$ cat src/mio_pkg.sv
// package for the motor output-control block: process image layout, modes,
// state record and timing constants; no surroundings assumed
package mio_pkg;

	// ----------------------------------------------------------------
	// control functions and fault-output selection
	// ----------------------------------------------------------------
	typedef enum logic [0:0] {
		MIO_MODE_PASS = 1'b0,
		MIO_MODE_OLR = 1'b1
	} mio_mode_t;

	typedef enum logic [1:0] {
		MIO_FOUT_NONE = 2'b00,
		MIO_FOUT_OUT2 = 2'b01,
		MIO_FOUT_AUX = 2'b10
	} mio_fout_t;

	// ----------------------------------------------------------------
	// monitoring word 0 bit positions (byte 0 high byte, byte 1 low byte)
	// ----------------------------------------------------------------
	localparam int MIO_MON_SUM_WARN = 15;
	localparam int MIO_MON_SUM_FAULT = 14;
	localparam int MIO_MON_OVL_WARN = 11;
	localparam int MIO_MON_DI_LSB = 2;

	// command word 0 bit positions
	localparam int MIO_CMD_FAULT_RESET = 14;
	localparam int MIO_CMD_PREP_EMERG = 12;
	localparam int MIO_CMD_OUT2 = 7;
	localparam int MIO_CMD_OUT1 = 6;
	localparam int MIO_CMD_OUT0 = 5;
	localparam int MIO_CMD_AUX = 4;

	// ----------------------------------------------------------------
	// reset values and timing
	// ----------------------------------------------------------------
	localparam logic [15:0] MIO_CURRENT_MAX = 16'h0320; // 800 percent
	localparam logic [15:0] MIO_WORD_RST = 16'h0000;
	localparam int MIO_CLK_MHZ = 50;
	localparam int MIO_BLINK_MS = 250;
	localparam int MIO_BLINK_CYC = MIO_BLINK_MS * 1000 * MIO_CLK_MHZ;
	localparam int MIO_IRQ_W = 4;

	// fieldbus exchange carriers
	typedef struct packed {
		logic [15:0] word0;
		logic [15:0] word1;
	} mio_image_t;

	// interrupt event bits
	localparam int MIO_EV_FAULT = 0;
	localparam int MIO_EV_CLEAR = 1;
	localparam int MIO_EV_WARN = 2;
	localparam int MIO_EV_COLD = 3;

	// software register offsets
	localparam logic [3:0] MIO_REG_CFG = 4'h0;
	localparam logic [3:0] MIO_REG_STATUS = 4'h1;
	localparam logic [3:0] MIO_REG_IRQ_STAT = 4'h2;
	localparam logic [3:0] MIO_REG_IRQ_MASK = 4'h3;
	localparam logic [3:0] MIO_REG_BLINK = 4'h4;

	// config register: [0] mode, [2:1] fault output, [3] emergency enable
	localparam logic [7:0] MIO_CFG_RST = 8'h00;

	typedef struct packed {
		logic [7:0] cfg;
		logic fault;
		logic [1:0] tstate;
		logic prep_prev;
		logic cold_pulse;
		logic [MIO_IRQ_W-1:0] irq_stat;
		logic [MIO_IRQ_W-1:0] irq_mask;
		logic [31:0] blink_cnt;
		logic blink;
		logic [3:0] relays;
		logic [5:0] di;
		logic [15:0] rdata;
		mio_image_t mon;
	} mio_state_t;

	// fault tracker states
	typedef enum logic [1:0] {
		MIO_ST_IDLE = 2'b00,
		MIO_ST_FAULT = 2'b01,
		MIO_ST_WAIT = 2'b10
	} mio_tstate_t;

endpackage

$ cat src/mio_core.sv
// output-control logic for pass-through and overload-relay functions
// assumes overload, warning and current come from an external thermal model
//
// Implementation choices: the register offsets and the plain strobed port.
`timescale 1ns/1ps

// Summary of operation
// pass-through acts as plain IO with overload
// outputs follow bus, inputs reported always
// configured fault output driven by device
// master switches contactor itself in pass-through
// no checkback, own start, busfault, dip
// multifunction simulation and stop ignored
// overload relay: out2, aux, inputs pass
// overload relay fault output owned by device
// after power-up contact zero closed, one open; code holds this only in reset, then default pass-through follows the bus bits
// fault opens zero, closes one, fault output
// fault sets summary fault monitoring bit
// fault lights red lamp, blinks panel symbol
// command bits overridden when fault output
// standard bit allocation, custom may remap
// emergency rising resets thermal, level suppresses inputs
// monitoring word layout and current word
// command word layout
module mio_core (
	// clock and reset
	input wire logic ref_clk,
	input wire logic reset,
	// fieldbus process image
	input wire logic [15:0] cmd_word0,
	output mio_pkg::mio_image_t mon_image,
	// thermal model and fault inputs
	input wire logic overload_trip,
	input wire logic overload_warn,
	input wire logic [15:0] motor_current_pct,
	input wire logic di_fault,
	output logic thermal_cold_reset,
	// field pins
	input wire logic digital_input_zero,
	input wire logic digital_input_one,
	input wire logic digital_input_two,
	input wire logic digital_input_three,
	input wire logic digital_input_four,
	input wire logic digital_input_five,
	output logic relay_output_zero,
	output logic relay_output_one,
	output logic relay_output_two,
	output logic aux_supply_output,
	// indicators
	output logic red_led,
	output logic panel_fault_symbol,
	// software register port
	input wire logic [3:0] reg_addr,
	input wire logic [31:0] reg_wdata,
	input wire logic reg_wr,
	input wire logic reg_rd,
	output logic [31:0] reg_rdata,
	// interrupt
	output logic irq
);
	import mio_pkg::*;

	// state record and its next value
	mio_state_t s_q;
	mio_state_t s_d;

	// register store read side
	logic [31:0] store_rdata;
	logic store_wr;
	logic rd_store_q;

	// decoded configuration and per-cycle events
	mio_mode_t mode;
	mio_fout_t fout;
	logic fault_in;
	logic [MIO_IRQ_W-1:0] ev;

	// ----------------------------------------------------------------
	// helpers
	// ----------------------------------------------------------------
	// map a register index to the store slot
	function automatic logic [1:0] store_slot(input logic [3:0] a);
		return a[1:0];
	endfunction

	// a selected fault output follows the fault, otherwise the bus bit
	function automatic logic owned_bit(input mio_fout_t sel, input mio_fout_t pin, input logic bus_bit,
		input logic fault_now);
		logic res;
		res = bus_bit;
		if (sel == pin) begin
			res = fault_now;
		end
		return res;
	endfunction

	// blink timer step
	function automatic logic [31:0] step32(input logic [31:0] v);
		return v + 32'd1;
	endfunction

	// current clamped to the reportable range
	function automatic logic [15:0] clamp_pct(input logic [15:0] v);
		logic [15:0] res;
		res = v;
		if (v > MIO_CURRENT_MAX) begin
			res = MIO_CURRENT_MAX;
		end
		return res;
	endfunction

	// ----------------------------------------------------------------
	// auxiliary store for blink period
	// ----------------------------------------------------------------
	mio_regfile #(
		.DEPTH(4),
		.WIDTH(32)
	) u_store (
		.ref_clk(ref_clk),
		.reset(reset),
		.wr_en(store_wr),
		.wr_addr(store_slot(reg_addr)),
		.wr_data(reg_wdata),
		.rd_addr(store_slot(MIO_REG_BLINK)),
		.rd_data(store_rdata)
	);

	// store written only at the blink period index
	assign store_wr = reg_wr && reg_addr == MIO_REG_BLINK;

	// decoded config
	assign mode = mio_mode_t'(s_q.cfg[0]);
	assign fout = mio_fout_t'(s_q.cfg[2:1]);
	// held emergency command suppresses input-sourced faults
	assign fault_in = overload_trip | (di_fault & ~cmd_word0[MIO_CMD_PREP_EMERG]);

	// ----------------------------------------------------------------
	// next-state logic
	// ----------------------------------------------------------------
	always_comb begin
		logic out2_cmd;
		logic aux_cmd;
		logic in_fault;
		logic [31:0] period;
		out2_cmd = cmd_word0[MIO_CMD_OUT2];
		aux_cmd = cmd_word0[MIO_CMD_AUX];
		in_fault = 1'b0;
		period = (store_rdata == 32'h0000_0000) ? 32'(MIO_BLINK_CYC) : store_rdata;
		s_d = s_q;
		ev = '0;

		// ------------------------------------------------------------
		// fault tracker; mode-independent so overload is still evaluated
		// ------------------------------------------------------------
		case (mio_tstate_t'(s_q.tstate))
			MIO_ST_IDLE: begin
				if (fault_in) begin
					s_d.tstate = MIO_ST_FAULT;
					ev[MIO_EV_FAULT] = 1'b1;
				end
			end
			MIO_ST_FAULT: begin
				if (cmd_word0[MIO_CMD_FAULT_RESET] && !fault_in) begin
					s_d.tstate = MIO_ST_WAIT;
					ev[MIO_EV_CLEAR] = 1'b1;
				end
			end
			MIO_ST_WAIT: begin
				if (!cmd_word0[MIO_CMD_FAULT_RESET]) begin
					s_d.tstate = MIO_ST_IDLE;
				end
			end
			default: s_d.tstate = MIO_ST_IDLE;
		endcase
		in_fault = (mio_tstate_t'(s_d.tstate) == MIO_ST_FAULT);
		s_d.fault = in_fault;

		// ------------------------------------------------------------
		// rising prepare-emergency resets thermal memory when enabled
		// ------------------------------------------------------------
		s_d.prep_prev = cmd_word0[MIO_CMD_PREP_EMERG];
		s_d.cold_pulse = s_q.cfg[3] & cmd_word0[MIO_CMD_PREP_EMERG] & ~s_q.prep_prev;
		if (s_d.cold_pulse) begin
			ev[MIO_EV_COLD] = 1'b1;
		end
		if (overload_warn) begin
			ev[MIO_EV_WARN] = 1'b1;
		end

		// ------------------------------------------------------------
		// output mapping
		// ------------------------------------------------------------
		// fault-owned outputs override the bus bits
		out2_cmd = owned_bit(fout, MIO_FOUT_OUT2, out2_cmd, in_fault);
		aux_cmd = owned_bit(fout, MIO_FOUT_AUX, aux_cmd, in_fault);

		// relay outputs per control function; no sequencing or checkback
		if (mode == MIO_MODE_PASS) begin
			s_d.relays = {
				aux_cmd,
				out2_cmd,
				cmd_word0[MIO_CMD_OUT1],
				cmd_word0[MIO_CMD_OUT0]
			};
		end else begin
			s_d.relays = {
				aux_cmd,
				out2_cmd,
				in_fault,
				~in_fault
			};
		end

		// ------------------------------------------------------------
		// inputs and monitoring image
		// ------------------------------------------------------------
		// inputs registered, then copied into the image one cycle later; no multifunction use
		s_d.di = {
			digital_input_five,
			digital_input_four,
			digital_input_three,
			digital_input_two,
			digital_input_one,
			digital_input_zero
		};

		// monitoring image in standard allocation
		s_d.mon.word0 = MIO_WORD_RST;
		s_d.mon.word0[MIO_MON_SUM_WARN] = overload_warn;
		s_d.mon.word0[MIO_MON_SUM_FAULT] = in_fault;
		s_d.mon.word0[MIO_MON_OVL_WARN] = overload_warn;
		s_d.mon.word0[MIO_MON_DI_LSB +: 6] = s_q.di;
		s_d.mon.word1 = clamp_pct(motor_current_pct);

		// ------------------------------------------------------------
		// panel blink timer
		// ------------------------------------------------------------
		// toggles every period cycles while faulted, dark otherwise
		if (in_fault) begin
			if (step32(s_q.blink_cnt) >= period) begin
				s_d.blink_cnt = '0;
				s_d.blink = ~s_q.blink;
			end else begin
				s_d.blink_cnt = step32(s_q.blink_cnt);
			end
		end else begin
			s_d.blink_cnt = '0;
			s_d.blink = 1'b0;
		end

		// ------------------------------------------------------------
		// software port
		// ------------------------------------------------------------
		// software writes
		if (reg_wr) begin
			case (reg_addr)
				MIO_REG_CFG: s_d.cfg = reg_wdata[7:0];
				MIO_REG_IRQ_MASK: s_d.irq_mask = reg_wdata[MIO_IRQ_W-1:0];
				default: ;
			endcase
		end

		// sticky status: read clears, new event wins
		if (reg_rd && reg_addr == MIO_REG_IRQ_STAT) begin
			s_d.irq_stat = ev;
		end else begin
			s_d.irq_stat = s_q.irq_stat | ev;
		end

		// live read data
		case (reg_addr)
			MIO_REG_CFG: s_d.rdata = {8'h00, s_q.cfg};
			MIO_REG_STATUS: s_d.rdata = {8'h00, 2'b00, s_q.tstate, s_q.relays};
			MIO_REG_IRQ_STAT: s_d.rdata = {12'h000, s_q.irq_stat};
			MIO_REG_IRQ_MASK: s_d.rdata = {12'h000, s_q.irq_mask};
			default: s_d.rdata = 16'h0000;
		endcase
	end

	// ----------------------------------------------------------------
	// state register
	// ----------------------------------------------------------------
	always_ff @(posedge ref_clk) begin
		if (reset) begin
			s_q <= '0;
			s_q.cfg <= MIO_CFG_RST;
			s_q.relays <= 4'h1;
			rd_store_q <= 1'b0;
		end else begin
			s_q <= s_d;
			rd_store_q <= reg_rd && reg_addr == MIO_REG_BLINK;
		end
	end

	// ----------------------------------------------------------------
	// outputs
	// ----------------------------------------------------------------
	// relay contacts and outputs, all registered
	assign relay_output_zero = s_q.relays[0];
	assign relay_output_one = s_q.relays[1];
	assign relay_output_two = s_q.relays[2];
	assign aux_supply_output = s_q.relays[3];

	// lamps
	assign red_led = s_q.fault;
	assign panel_fault_symbol = s_q.blink;

	// process image and thermal model pulse
	assign mon_image = s_q.mon;
	assign thermal_cold_reset = s_q.cold_pulse;

	// read data one cycle after the strobe, from the store or the live mux
	assign reg_rdata = rd_store_q ? store_rdata : {16'h0000, s_q.rdata};

	// level interrupt from unmasked sticky bits
	assign irq = |(s_q.irq_stat & s_q.irq_mask);
endmodule

$ cat src/mio_regfile.sv
// small register store for the blink period;
// assumes one write and one read port on the system clock
`timescale 1ns/1ps
module mio_regfile #(
	parameter int DEPTH = 4,
	parameter int WIDTH = 32
) (
	// clock and reset
	input wire logic ref_clk,
	input wire logic reset,
	// write port
	input wire logic wr_en,
	input wire logic [$clog2(DEPTH)-1:0] wr_addr,
	input wire logic [WIDTH-1:0] wr_data,
	// read port, data registered
	input wire logic [$clog2(DEPTH)-1:0] rd_addr,
	output logic [WIDTH-1:0] rd_data
);
	logic [WIDTH-1:0] mem_q [DEPTH];

	// store and registered read
	always_ff @(posedge ref_clk) begin
		if (reset) begin
			for (int i = 0; i < DEPTH; i++) begin
				mem_q[i] <= '0;
			end
			rd_data <= '0;
		end else begin
			if (wr_en) begin
				mem_q[wr_addr] <= wr_data;
			end
			rd_data <= mem_q[rd_addr];
		end
	end
endmodule

$ cat config.mk
export PLATFORM = sky130hd
export DESIGN_NAME = mio_core
export DESIGN_NICKNAME = d
export VERILOG_FILES = /design/src/mio_pkg.sv /design/src/mio_core.sv /design/src/mio_regfile.sv
export SDC_FILE = /design/constraint.sdc
export NUM_CORES = 1
export LEC_CHECK = 0
export ABC_AREA = 1
export BUFFER_PORTS_ARGS = -buffer_cell sky130_fd_sc_hd__buf_2
export CORE_MARGIN = 2
export CORE_UTILIZATION = 45
export CTS_CLUSTER_DIAMETER = 30
export DETAILED_ROUTE_END_ITERATION = 10
export GPL_TIMING_DRIVEN = 0
export MAX_ROUTING_LAYER = met4
export PLACE_DENSITY = 0.77
export SKIP_LAST_GASP = 1
export SLEW_MARGIN = 20
export SYNTH_ARGS = -nofsm -noshare
export SYNTH_HDL_FRONTEND = slang
export SYNTH_SLANG_ARGS = --single-unit
$ cat constraint.sdc
create_clock -name ref_clk -period 3.1 [get_ports ref_clk]
set_input_delay 0.62 -clock ref_clk [delete_from_list [all_inputs] [get_ports ref_clk]]
set_output_delay 0.62 -clock ref_clk [all_outputs]
set_load 0.02 [all_outputs]
Yosys cells after proc, flatten, opt, wreduce, memory -nomap -nowiden
Memories as Yosys holds them, arrays and structs flattened. A register that Yosys moved wholly into a read port is not among the register bits.
Cells that the tools add are included.
- memories kept: 1
- logic and storage cells: 81
- bits in writable memories: 128
- register bits after elaboration: 113
- output and inout bits: 72
- magnitude comparators: 2
- $add $sub $neg: 1
- reduce and logical (&&, ||, !) cells: 15
- equality and inequality tests: 9
- multiplexer cells: 26
- bitwise gates (word level): 10
- memories (name ; words ; width ; rd ports ; clocked after memory_dff ; wr ports ; RTL line ; RTL):
    u_store.mem_q ; 4 ; 32 ; 1 ; 1 ; 4 ; mio_regfile.sv:19 ; logic [WIDTH-1:0] mem_q [DEPTH];
- operators by type and width (cell ; number):
    $mux W32 ; 3
    $add A32 B1 Y32 const B ; 1
    $ge A32 B32 Y1 ; 1
    $logic_not A32 Y1 ; 1
    $pmux W8 S4 ; 1
    $reduce_or A32 Y1 ; 1
    $gt A16 B10 Y1 const B ; 1
    $mux W16 ; 1
    $mux W1 ; 14
    $mux W2 ; 5
    $eq A4 B2 Y1 const B ; 2
    $eq A2 B1 Y1 const B ; 3
    $pmux W2 S3 ; 1
    $and A4 B4 Y4 ; 1
    $eq A2 B2 Y1 const B ; 2
    $eq A4 B1 Y1 const B ; 1
    $eq A4 B3 Y1 const B ; 1
    $logic_and A1 B1 Y1 ; 4
    $logic_not A4 Y1 ; 1
    $mux W4 ; 1
    $not A1 Y1 ; 4
    $or A4 B4 Y4 ; 1
    $reduce_and A2 Y1 ; 2
    $reduce_or A2 Y1 ; 2
    other kinds (6) ; 8

Longest topological paths before layout
Gate-level depths: netlist (run 1).
- depth after elaboration: 10
- depth in mapped cells: 19
- gate-level depth less buffers: 19

Modules after synthesis
From an unflattened synthesis (run 1), not the netlist that was laid out.
- cell total of the unflattened synthesis: 1531
- area total of the unflattened synthesis: 12396.9 µm²
- by module, submodules not included (module ; times used ; cells an instance ; area an instance (µm²)):
    mio_regfile ; 1 ; 755 ; 6962.9
    mio_core ; 1 ; 776 ; 5434.0

Least setup slack after synthesis (run 1)
No wires, ideal clock.
- kind: reg-to-reg
- start: reg s_q[59] in the netlist's numbering
- end: reg s_q[76] in the netlist's numbering
- arrival time: 2704 ps
- required time: 3030 ps
- path buffers: 1
- setup time: 70 ps
- cell stages (with the launch flop): 19
- setup slack: 326 ps
- path through: dfxtp_1 ha_1 nand3_2 nor2_4 nand2_2 nor3b_4 nand2_2 nor2_2 xor2_1 inv_1 ha_1 nand2_1 nor2_1 nand2_1 nand2_1 a21oi_1 nand3_1 buf_2 a21oi_1
- cells in the longest elaborated chain, start to end: 3
- ends and longest elaborated chain (what ; RTL line ; RTL):
    from (decl) ; mio_core.sv:64 ; mio_state_t s_q;
    $add A32 B1 Y32 (*) ; mio_core.sv:99 ; return v + 32'd1;
    $ge A32 B32 Y1 ; mio_core.sv:240 ; if (step32(s_q.blink_cnt) >= period) begin
    $reduce_or A3 Y1 (no line) ; -- ;
Every way passes the cells marked *; elsewhere a longest branch is shown, timed or not.
A chain may end at the register's enable or synchronous reset.

Worst setup path in the final report (run 1)
- start: reg s_q[63] in the netlist's numbering
- end: reg s_q[76] in the netlist's numbering
Same word-level chain as after synthesis.

==> results of run 1 <==
cells in the mapped netlist (all sizes together):
master and instances:
ha 33, a21oi 39, nand4 11, a31o 1
dfxtp 128, xnor2 3, and3 1, a21o 5
o211a 1, inv 224, o21a 2, and2b 1
buf 38, or2 2, nor3 10, conb 1
nor3b 1, xor2 18, o21ai 17, nor2b 1
nand3 20, a21boi 1, a211oi 1, nand3b 2
nor2 201, mux2 2, edfxtp 32, clkbuf 16
o22ai 10, nor4 14, nand2 145, o21bai 2
clkinv 1
power groups by stage:
stage,registers [W],logic (W),clock network (W)
after global placement,0.00229,0.000341,0
final,0.00224,0.000374,0.00207
after floorplan,0.00228,0.000223,0
after CTS,0.00224,0.000358,0.00209
after global routing,0.00225,0.000421,0.00219
after detailed placement,0.00229,0.000350,0
how the worst max path moves through the flow:
stage / startpoint / end / slack (ns) / depth (start not counted)
after global routing: s_q[60] / s_q[70] / -0.01 / 18
final: s_q[63] / s_q[76] / 0.19 / 19
after global placement: s_q[59] / s_q[76] / -0.23 / 19
after floorplan: s_q[59] / s_q[76] / 0.33 / 18
after detailed placement: s_q[59] / s_q[76] / -0.28 / 17
after CTS: s_q[59] / s_q[76] / 0.04 / 17
flip-flops by register name (all words and copies together), names as in the netlist:
name and cells:
thermal_cold_reset 1, aux_supply_output 1, relay_output_zero 1, rd_store_q 1
u_store.mem_q 32, mon_image 24, mode 1, s_q 56
relay_output_one 1, u_store.rd_data 32, relay_output_two 1, panel_fault_symbol 1
s_d 6, fout 2
cell families (layout without fill, tap and decap cells):
logic type	Yosys count	count (layout)	share of synthesized area, %
adders and majority gates	33	33	5.48
other	1	13	0.0498
buffers and inverters	279	454	15.5
AOI/OAI and AO/OA	79	79	5.89
DFF	160	160	46.8
and+or+nand+nor	409	409	23.3
muxes	2	2	0.299
xor gates and xnor gates	21	21	2.64
cell usage in the layout (no fill, tap or decap), types with 5 or more instances in the layout:
master / netlist / final
dfxtp_1: 128 / 126
inv_1: 222 / 222
o21ai_0: 17 / 17
nand3_1: 19 / 18
a21o_1: 5 / 5
o22ai_1: 10 / 10
ha_1: 33 / 32
nand2_2: 4 / 6
nand4_1: 11 / 11
clkbuf_16: 0 / 17
nor2_1: 194 / 193
nor4_1: 12 / 9
clkbuf_1: 16 / 16
buf_4: 32 / 40
nand2_1: 141 / 139
nor2_4: 3 / 5
buf_2: 3 / 136
xor2_1: 16 / 14
a21oi_1: 39 / 38
nor3_1: 8 / 8
conb_1: 1 / 13
edfxtp_1: 32 / 32
per-layer routing:
layer	wire (um)	share of wire [%]	vias up	GRT usage (%)
met4	474	2.7	0	7.51
met2	8470	49	170	35.1
li1	-	-	3288	-
met1	7460	43	2791	23.3
met5	0	0	-	-
met3	873	5.1	37	4.57
timing repair:
| item | in CTS | in global routing |
|---|---|---|
| resized for setup | 10 | 19 |
| setup buffers | 0 | 8 |
| pin swaps | 0 | 8 |
| setup endpoints to repair | 32 | 31 |
| cloned | 0 | 0 |
layout make-up:
class                   count  area [um^2]  share of cell area (%)
repair buffers            143          736                    7.91
clock inverters            14          155                    1.67
multi-input cells         557         2990                    32.1
well taps                 220          275                    2.96
plain buffers              54          350                    3.76
flip-flops and latches    160         3530                    37.9
clock buffers              18          429                    4.61
inverters                 225          845                    9.08
metrics by stage:
stage               hold slack (ns)  cell area (um^2)  setup TNS (ns)
global placement              0.389              8530           -8.59
global route                  0.394              9310         -0.0122
floorplan                     0.388              7580               0
finish                        0.396              9310               0
CTS                           0.386              9150               0
detailed placement            0.398              8530           -7.64
worst reg2reg max path: stages (launching register included):
cell and delay (ns):
dfxtp_1 0.38, inv_1 0.12, nor4_4 0.35, buf_4 0.16, nand4_1 0.09, nor2_1 0.13, nand2_1 0.06, nand2_1 0.16
inv_1 0.09, ha_1 0.32, nand2_1 0.07, inv_1 0.04, nand2_1 0.05, nand2_1 0.05, nand2_1 0.05, nand2_1 0.06
a21oi_2 0.22, nand3_4 0.15, buf_8 0.18, a21oi_1 0.11
==> impl_metrics.tcl, run 1 <==
set metrics [dict create \
    critPathSlowestCell "dfxtp_1" \
    tritoncts "yes" \
    r2r-start "s_q[63]" \
    tightestPinTransition_ns 0.717 \
    dieArea_mm2 0.0178 \
    routedWlPerCell_um 12.4 \
    worstPathRequired_ns 3.45 \
    worst_r2r_endpoint "s_q[76]" \
    cts_inserted_buffers 17 \
    drtIter0Drc 309 \
    antenna_found_initial 0 \
    cts_sinks 160 \
    gp_congestion 0.933 \
    cts_root_buf "clkbuf_16" \
    synthDistinctLibCells 43 \
    dp_hpwl_um 13300 \
    drt-total-wl_um 17300 \
    die_width_um 133 \
    grt_usage_pct 20.4 \
    worst_slack_ns 0.186 \
    ioPinCount 153 \
    vias 6286 \
    r2r_cells 19 \
    initial_core_util_pct 45.8 \
    yosysTopAreaCell "dfxtp_1" \
    hold_path_class "input pin to register" \
    path_cells "inv_1 -> nor4_4 -> buf_4 -> nand4_1 -> nor2_1 -> nand2_1 -> nand2_1 -> inv_1 -> ha_1 -> nand2_1 -> inv_1 -> nand2_1 -> nand2_1 -> nand2_1 -> nand2_1 -> a21oi_2 -> nand3_4 -> buf_8 -> a21oi_1" \
    drv_slew 0 \
    cpMostUsedCell "nand2_1" \
    htreeDepth 4 \
    post_route_cells_drive_above_1_share_pct 21.3 \
    insertion_delay_ns 0.42 \
    cp-end-kind "register" \
    p_leak_nw 4.90 \
    netlist_area_mm2 0.00754 \
    powerDensity_mw_per_mm2 504 \
    dr.pass1.iters 4 \
    p_total_w 0.00469 \
    dp_cells 1351 \
    cts.clk_slew.worst_paths_ns 0.06 \
    hold_buffers 0 \
    power.switching_w 0.00114 \
    seqPwrFrac_pct 47.8 \
    vias_per_cell 4.52 \
    core_mm2 0.0165 \
    post-route-util_pct 56.5 \
    io_buffers 135 \
    max_freq_ghz 0.343 \
    outcome "finished clean" \
    path_max_fanout 10 \
    ff2ff_setup_slack_ns 0.19 \
    drv_cap 0 \
    antenna_cells 0 \
    critPathBufInv 5 \
    clkPwrFrac_pct 44.2 \
    hold_viol 0 \
    fillers 1514 \
    synth_warnings 0 \
    whs_endpoint "s_d[23]" \
    netlist_instances 984 \
    fin_nets 1272 \
    synthTopCellsByArea "dfxtp_1, edfxtp_1, inv_1" \
    switching_share_pct 24.3 \
    ys_seq_area_share_pct 46.8 \
    instances_no_fill 1391 \
    remaining_drc_errors 0 \
    max_stage_delay_ns 0.38 \
    die_h_um 133 \
    finalClockSkew_ns 0.00407 \
    ys_ff_latch 160 \
    maxSlewHeadroom_pct 52.1 \
    grt_max_degree 33 \
    ant_nets 0 \
    intPower_w 0.00355 \
    pre_cts_slack_ns -0.283 \
    grt_pass1_wl_um 27800 \
    worstSetupPathType "register to register" \
    synth.top_cell.area_share_pct 34.0 \
    crit_arrival_ns 3.26 \
    peakVddDrop_v 0.000361 \
    syn_area_per_cell_um2 7.66 \
    fin_crit_sh_pct 94.0 \
    setup_violations 0 \
    grt_overflow 0 \
    min_from "digital_input_five" \
    min_delay_path_depth 3 \
    rows 47 \
    crit_path_start_kind "register" \
    clockBufferDepth 2 \
    combinationalPowerShare_pct 8.0 \
    area_delta_synth_final_pct 23.5 \
    crit_family "simple AND/OR/NAND/NOR gates" \
    fin_crit_ns 2.91 \
    grt_pass1_vias 6107 \
]
Power figures use the tool's default switching activity.
==> run 2, diff against run 1 <==
--- a/config.mk
+++ b/config.mk
@@ -11,7 +11,6 @@
 export CORE_UTILIZATION = 45
 export CTS_CLUSTER_DIAMETER = 30
 export DETAILED_ROUTE_END_ITERATION = 10
-export GPL_TIMING_DRIVEN = 0
 export MAX_ROUTING_LAYER = met4
 export PLACE_DENSITY = 0.77
 export SKIP_LAST_GASP = 1
==> run 2 against run 1 <==
Die area unchanged. Wire length down 4.9%. Global-route usage down 0.98 points. Via count down 2.7%. First-iteration DRC count down 13%. Sequential power about the same. Maximum frequency up 1.6%. Critical path type unchanged.
==> impl_metrics.tcl, run 2 (same netlist as run 1, synthesis figures left out) <==
set metrics [dict create \
    outcome "finished clean" \
    worstSetupPathType "register to register" \
    finalClockSkew_ns 0.0226 \
    core_mm2 0.0165 \
    ff2ff_setup_slack_ns 0.23 \
    hold_path_class "input pin to register" \
    gp_congestion 0.894 \
    dp_cells 1310 \
    min_from "digital_input_five" \
    cts_root_buf "clkbuf_16" \
    area_delta_synth_final_pct 19.1 \
    grt_pass1_wl_um 26400 \
    maxSlewHeadroom_pct 51.5 \
    cts.clk_slew.worst_paths_ns 0.06 \
    worst_r2r_endpoint "s_q[86]" \
    dieArea_mm2 0.0178 \
    rows 47 \
    crit_path_start_kind "register" \
    io_buffers 135 \
    hold_buffers 0 \
    vias 6115 \
    insertion_delay_ns 0.44 \
    p_total_w 0.00464 \
    p_leak_nw 4.73 \
    grt_usage_pct 19.4 \
    final_cell_mix "inv_1, nor2_1, nand2_1" \
    dr.pass1.iters 5 \
    layout_commonest_cell "inv_1" \
    remaining_drc_errors 0 \
    antenna_found_initial 0 \
    regMostFlops "s_q" \
    post_cts_buffers 0 \
    powerDensity_mw_per_mm2 516 \
    htreeDepth 4 \
    met1_usage_pct 22.6 \
    met3_usage_pct 4.41 \
    dp_hpwl_um 12700 \
    worstPathRequired_ns 3.46 \
    fin_crit_ns 2.87 \
    drv_cap 0 \
    vias_per_cell 4.56 \
    instances_no_fill 1342 \
    path_max_fanout 15 \
    setup_violations 0 \
    grt_pass1_vias 5734 \
    min_delay_path_depth 3 \
    tritoncts "yes" \
    top_regs "s_q (56), u_store.mem_q (32), u_store.rd_data (32)" \
    cp-end-kind "register" \
    ioPinCount 153 \
    grt_overflow 0 \
    busiest_layer "met2" \
    largest_reg_flops 56 \
    cts_sinks 160 \
    whs_endpoint "s_d[23]" \
    use_met2_pct 32.6 \
    initial_core_util_pct 45.8 \
    cts_inserted_buffers 17 \
    drtIter0Drc 270 \
    die_width_um 133 \
    antenna_cells 0 \
    rsz0062_at_grt "true" \
    grt_max_degree 47 \
    cts_resized 0 \
    hold_slack_ns 0.378 \
    drt-total-wl_um 16400 \
    r2r_cells 19 \
    post_route_cells_drive_above_1_share_pct 19.2 \
    fin_crit_sh_pct 92.5 \
    die_h_um 133 \
    clockBufferDepth 2 \
    drv_slew 0 \
    fin_nets 1223 \
    peakVddDrop_v 0.000444 \
    tightestPinTransition_ns 0.726 \
    routedWlPerCell_um 12.2 \
    crit_arrival_ns 3.23 \
    hold_viol 0 \
    ant_nets 0 \
    r2r-start "s_q[64]" \
    max_freq_ghz 0.349 \
]
## run 2: cell types whose count changed in the layout (fill, tap and decap cells not counted), sizes merged
cell	before	now
buf	182	148
clkinv	4	6
clkinvlp	4	1
clkbuf	33	22
inv	229	226
## run 2: stage by stage
step | TNS [ns] | utilization, % | worst slack (ns) | cell area (um^2)
finish | 0 | 54.5 | 0.233 | 8980
global route | -0.0347 | 54.5 | -0.0124 | 8980
CTS | 0 | 54.0 | 0.0625 | 8900
detailed placement | 0 | 50.5 | 0.0876 | 8320
global placement | 0 | 50.5 | 0.192 | 8320
floorplan | 0 | - | 0.326 | 7580
## run 2: cell type report
class | instances | area, um^2
clock buffers | 22 | 474
inverters | 225 | 845
well taps | 220 | 275
multi-input cells | 557 | 2960
clock inverters | 10 | 109
repair buffers | 148 | 793
flip-flops and latches | 160 | 3530
fillers | 1536 | 7490
## run 2: per-layer routing
metal  routed length [um]  part of all wire, %
met1                 7240                   44
met2                 8110                   49
met3                  742                  4.5
met4                  328                  2.0
met5                    0                    0
## run 2: critical path, cell delays in order, from the launching register on
cell	delay [ns]
dfxtp_1	0.36
inv_1	0.09
nor4_4	0.35
nand2_1	0.10
nor2_2	0.20
xor2_1	0.27
inv_1	0.09
ha_1	0.31
nand2_1	0.09
inv_1	0.04
nand2_1	0.06
nand2_1	0.05
nand2_1	0.05
nand2_1	0.04
nor2_1	0.08
nand2_1	0.08
nand2_1	0.11
nand3_2	0.12
buf_6	0.18
nor2_1	0.12
## run 2: power by group
part | internal, W | switching (W) | total (W)
logic | 0.000126 | 0.000212 | 0.000338
registers | 0.00220 | 0.0000410 | 0.00224
clock network | 0.00124 | 0.000811 | 0.00205
## run 2: worst max-delay path by stage
stage	start	endpoint	slack, ns	depth (start not counted)
final	s_q[64]	s_q[86]	0.23	19
after global placement	s_q[64]	s_q[72]	0.19	16
after detailed placement	s_q[64]	s_q[86]	0.09	16
after floorplan	s_q[59]	s_q[76]	0.33	18
after CTS	s_q[59]	s_q[86]	0.06	19
after global routing	s_q[65]	s_q[86]	-0.01	19
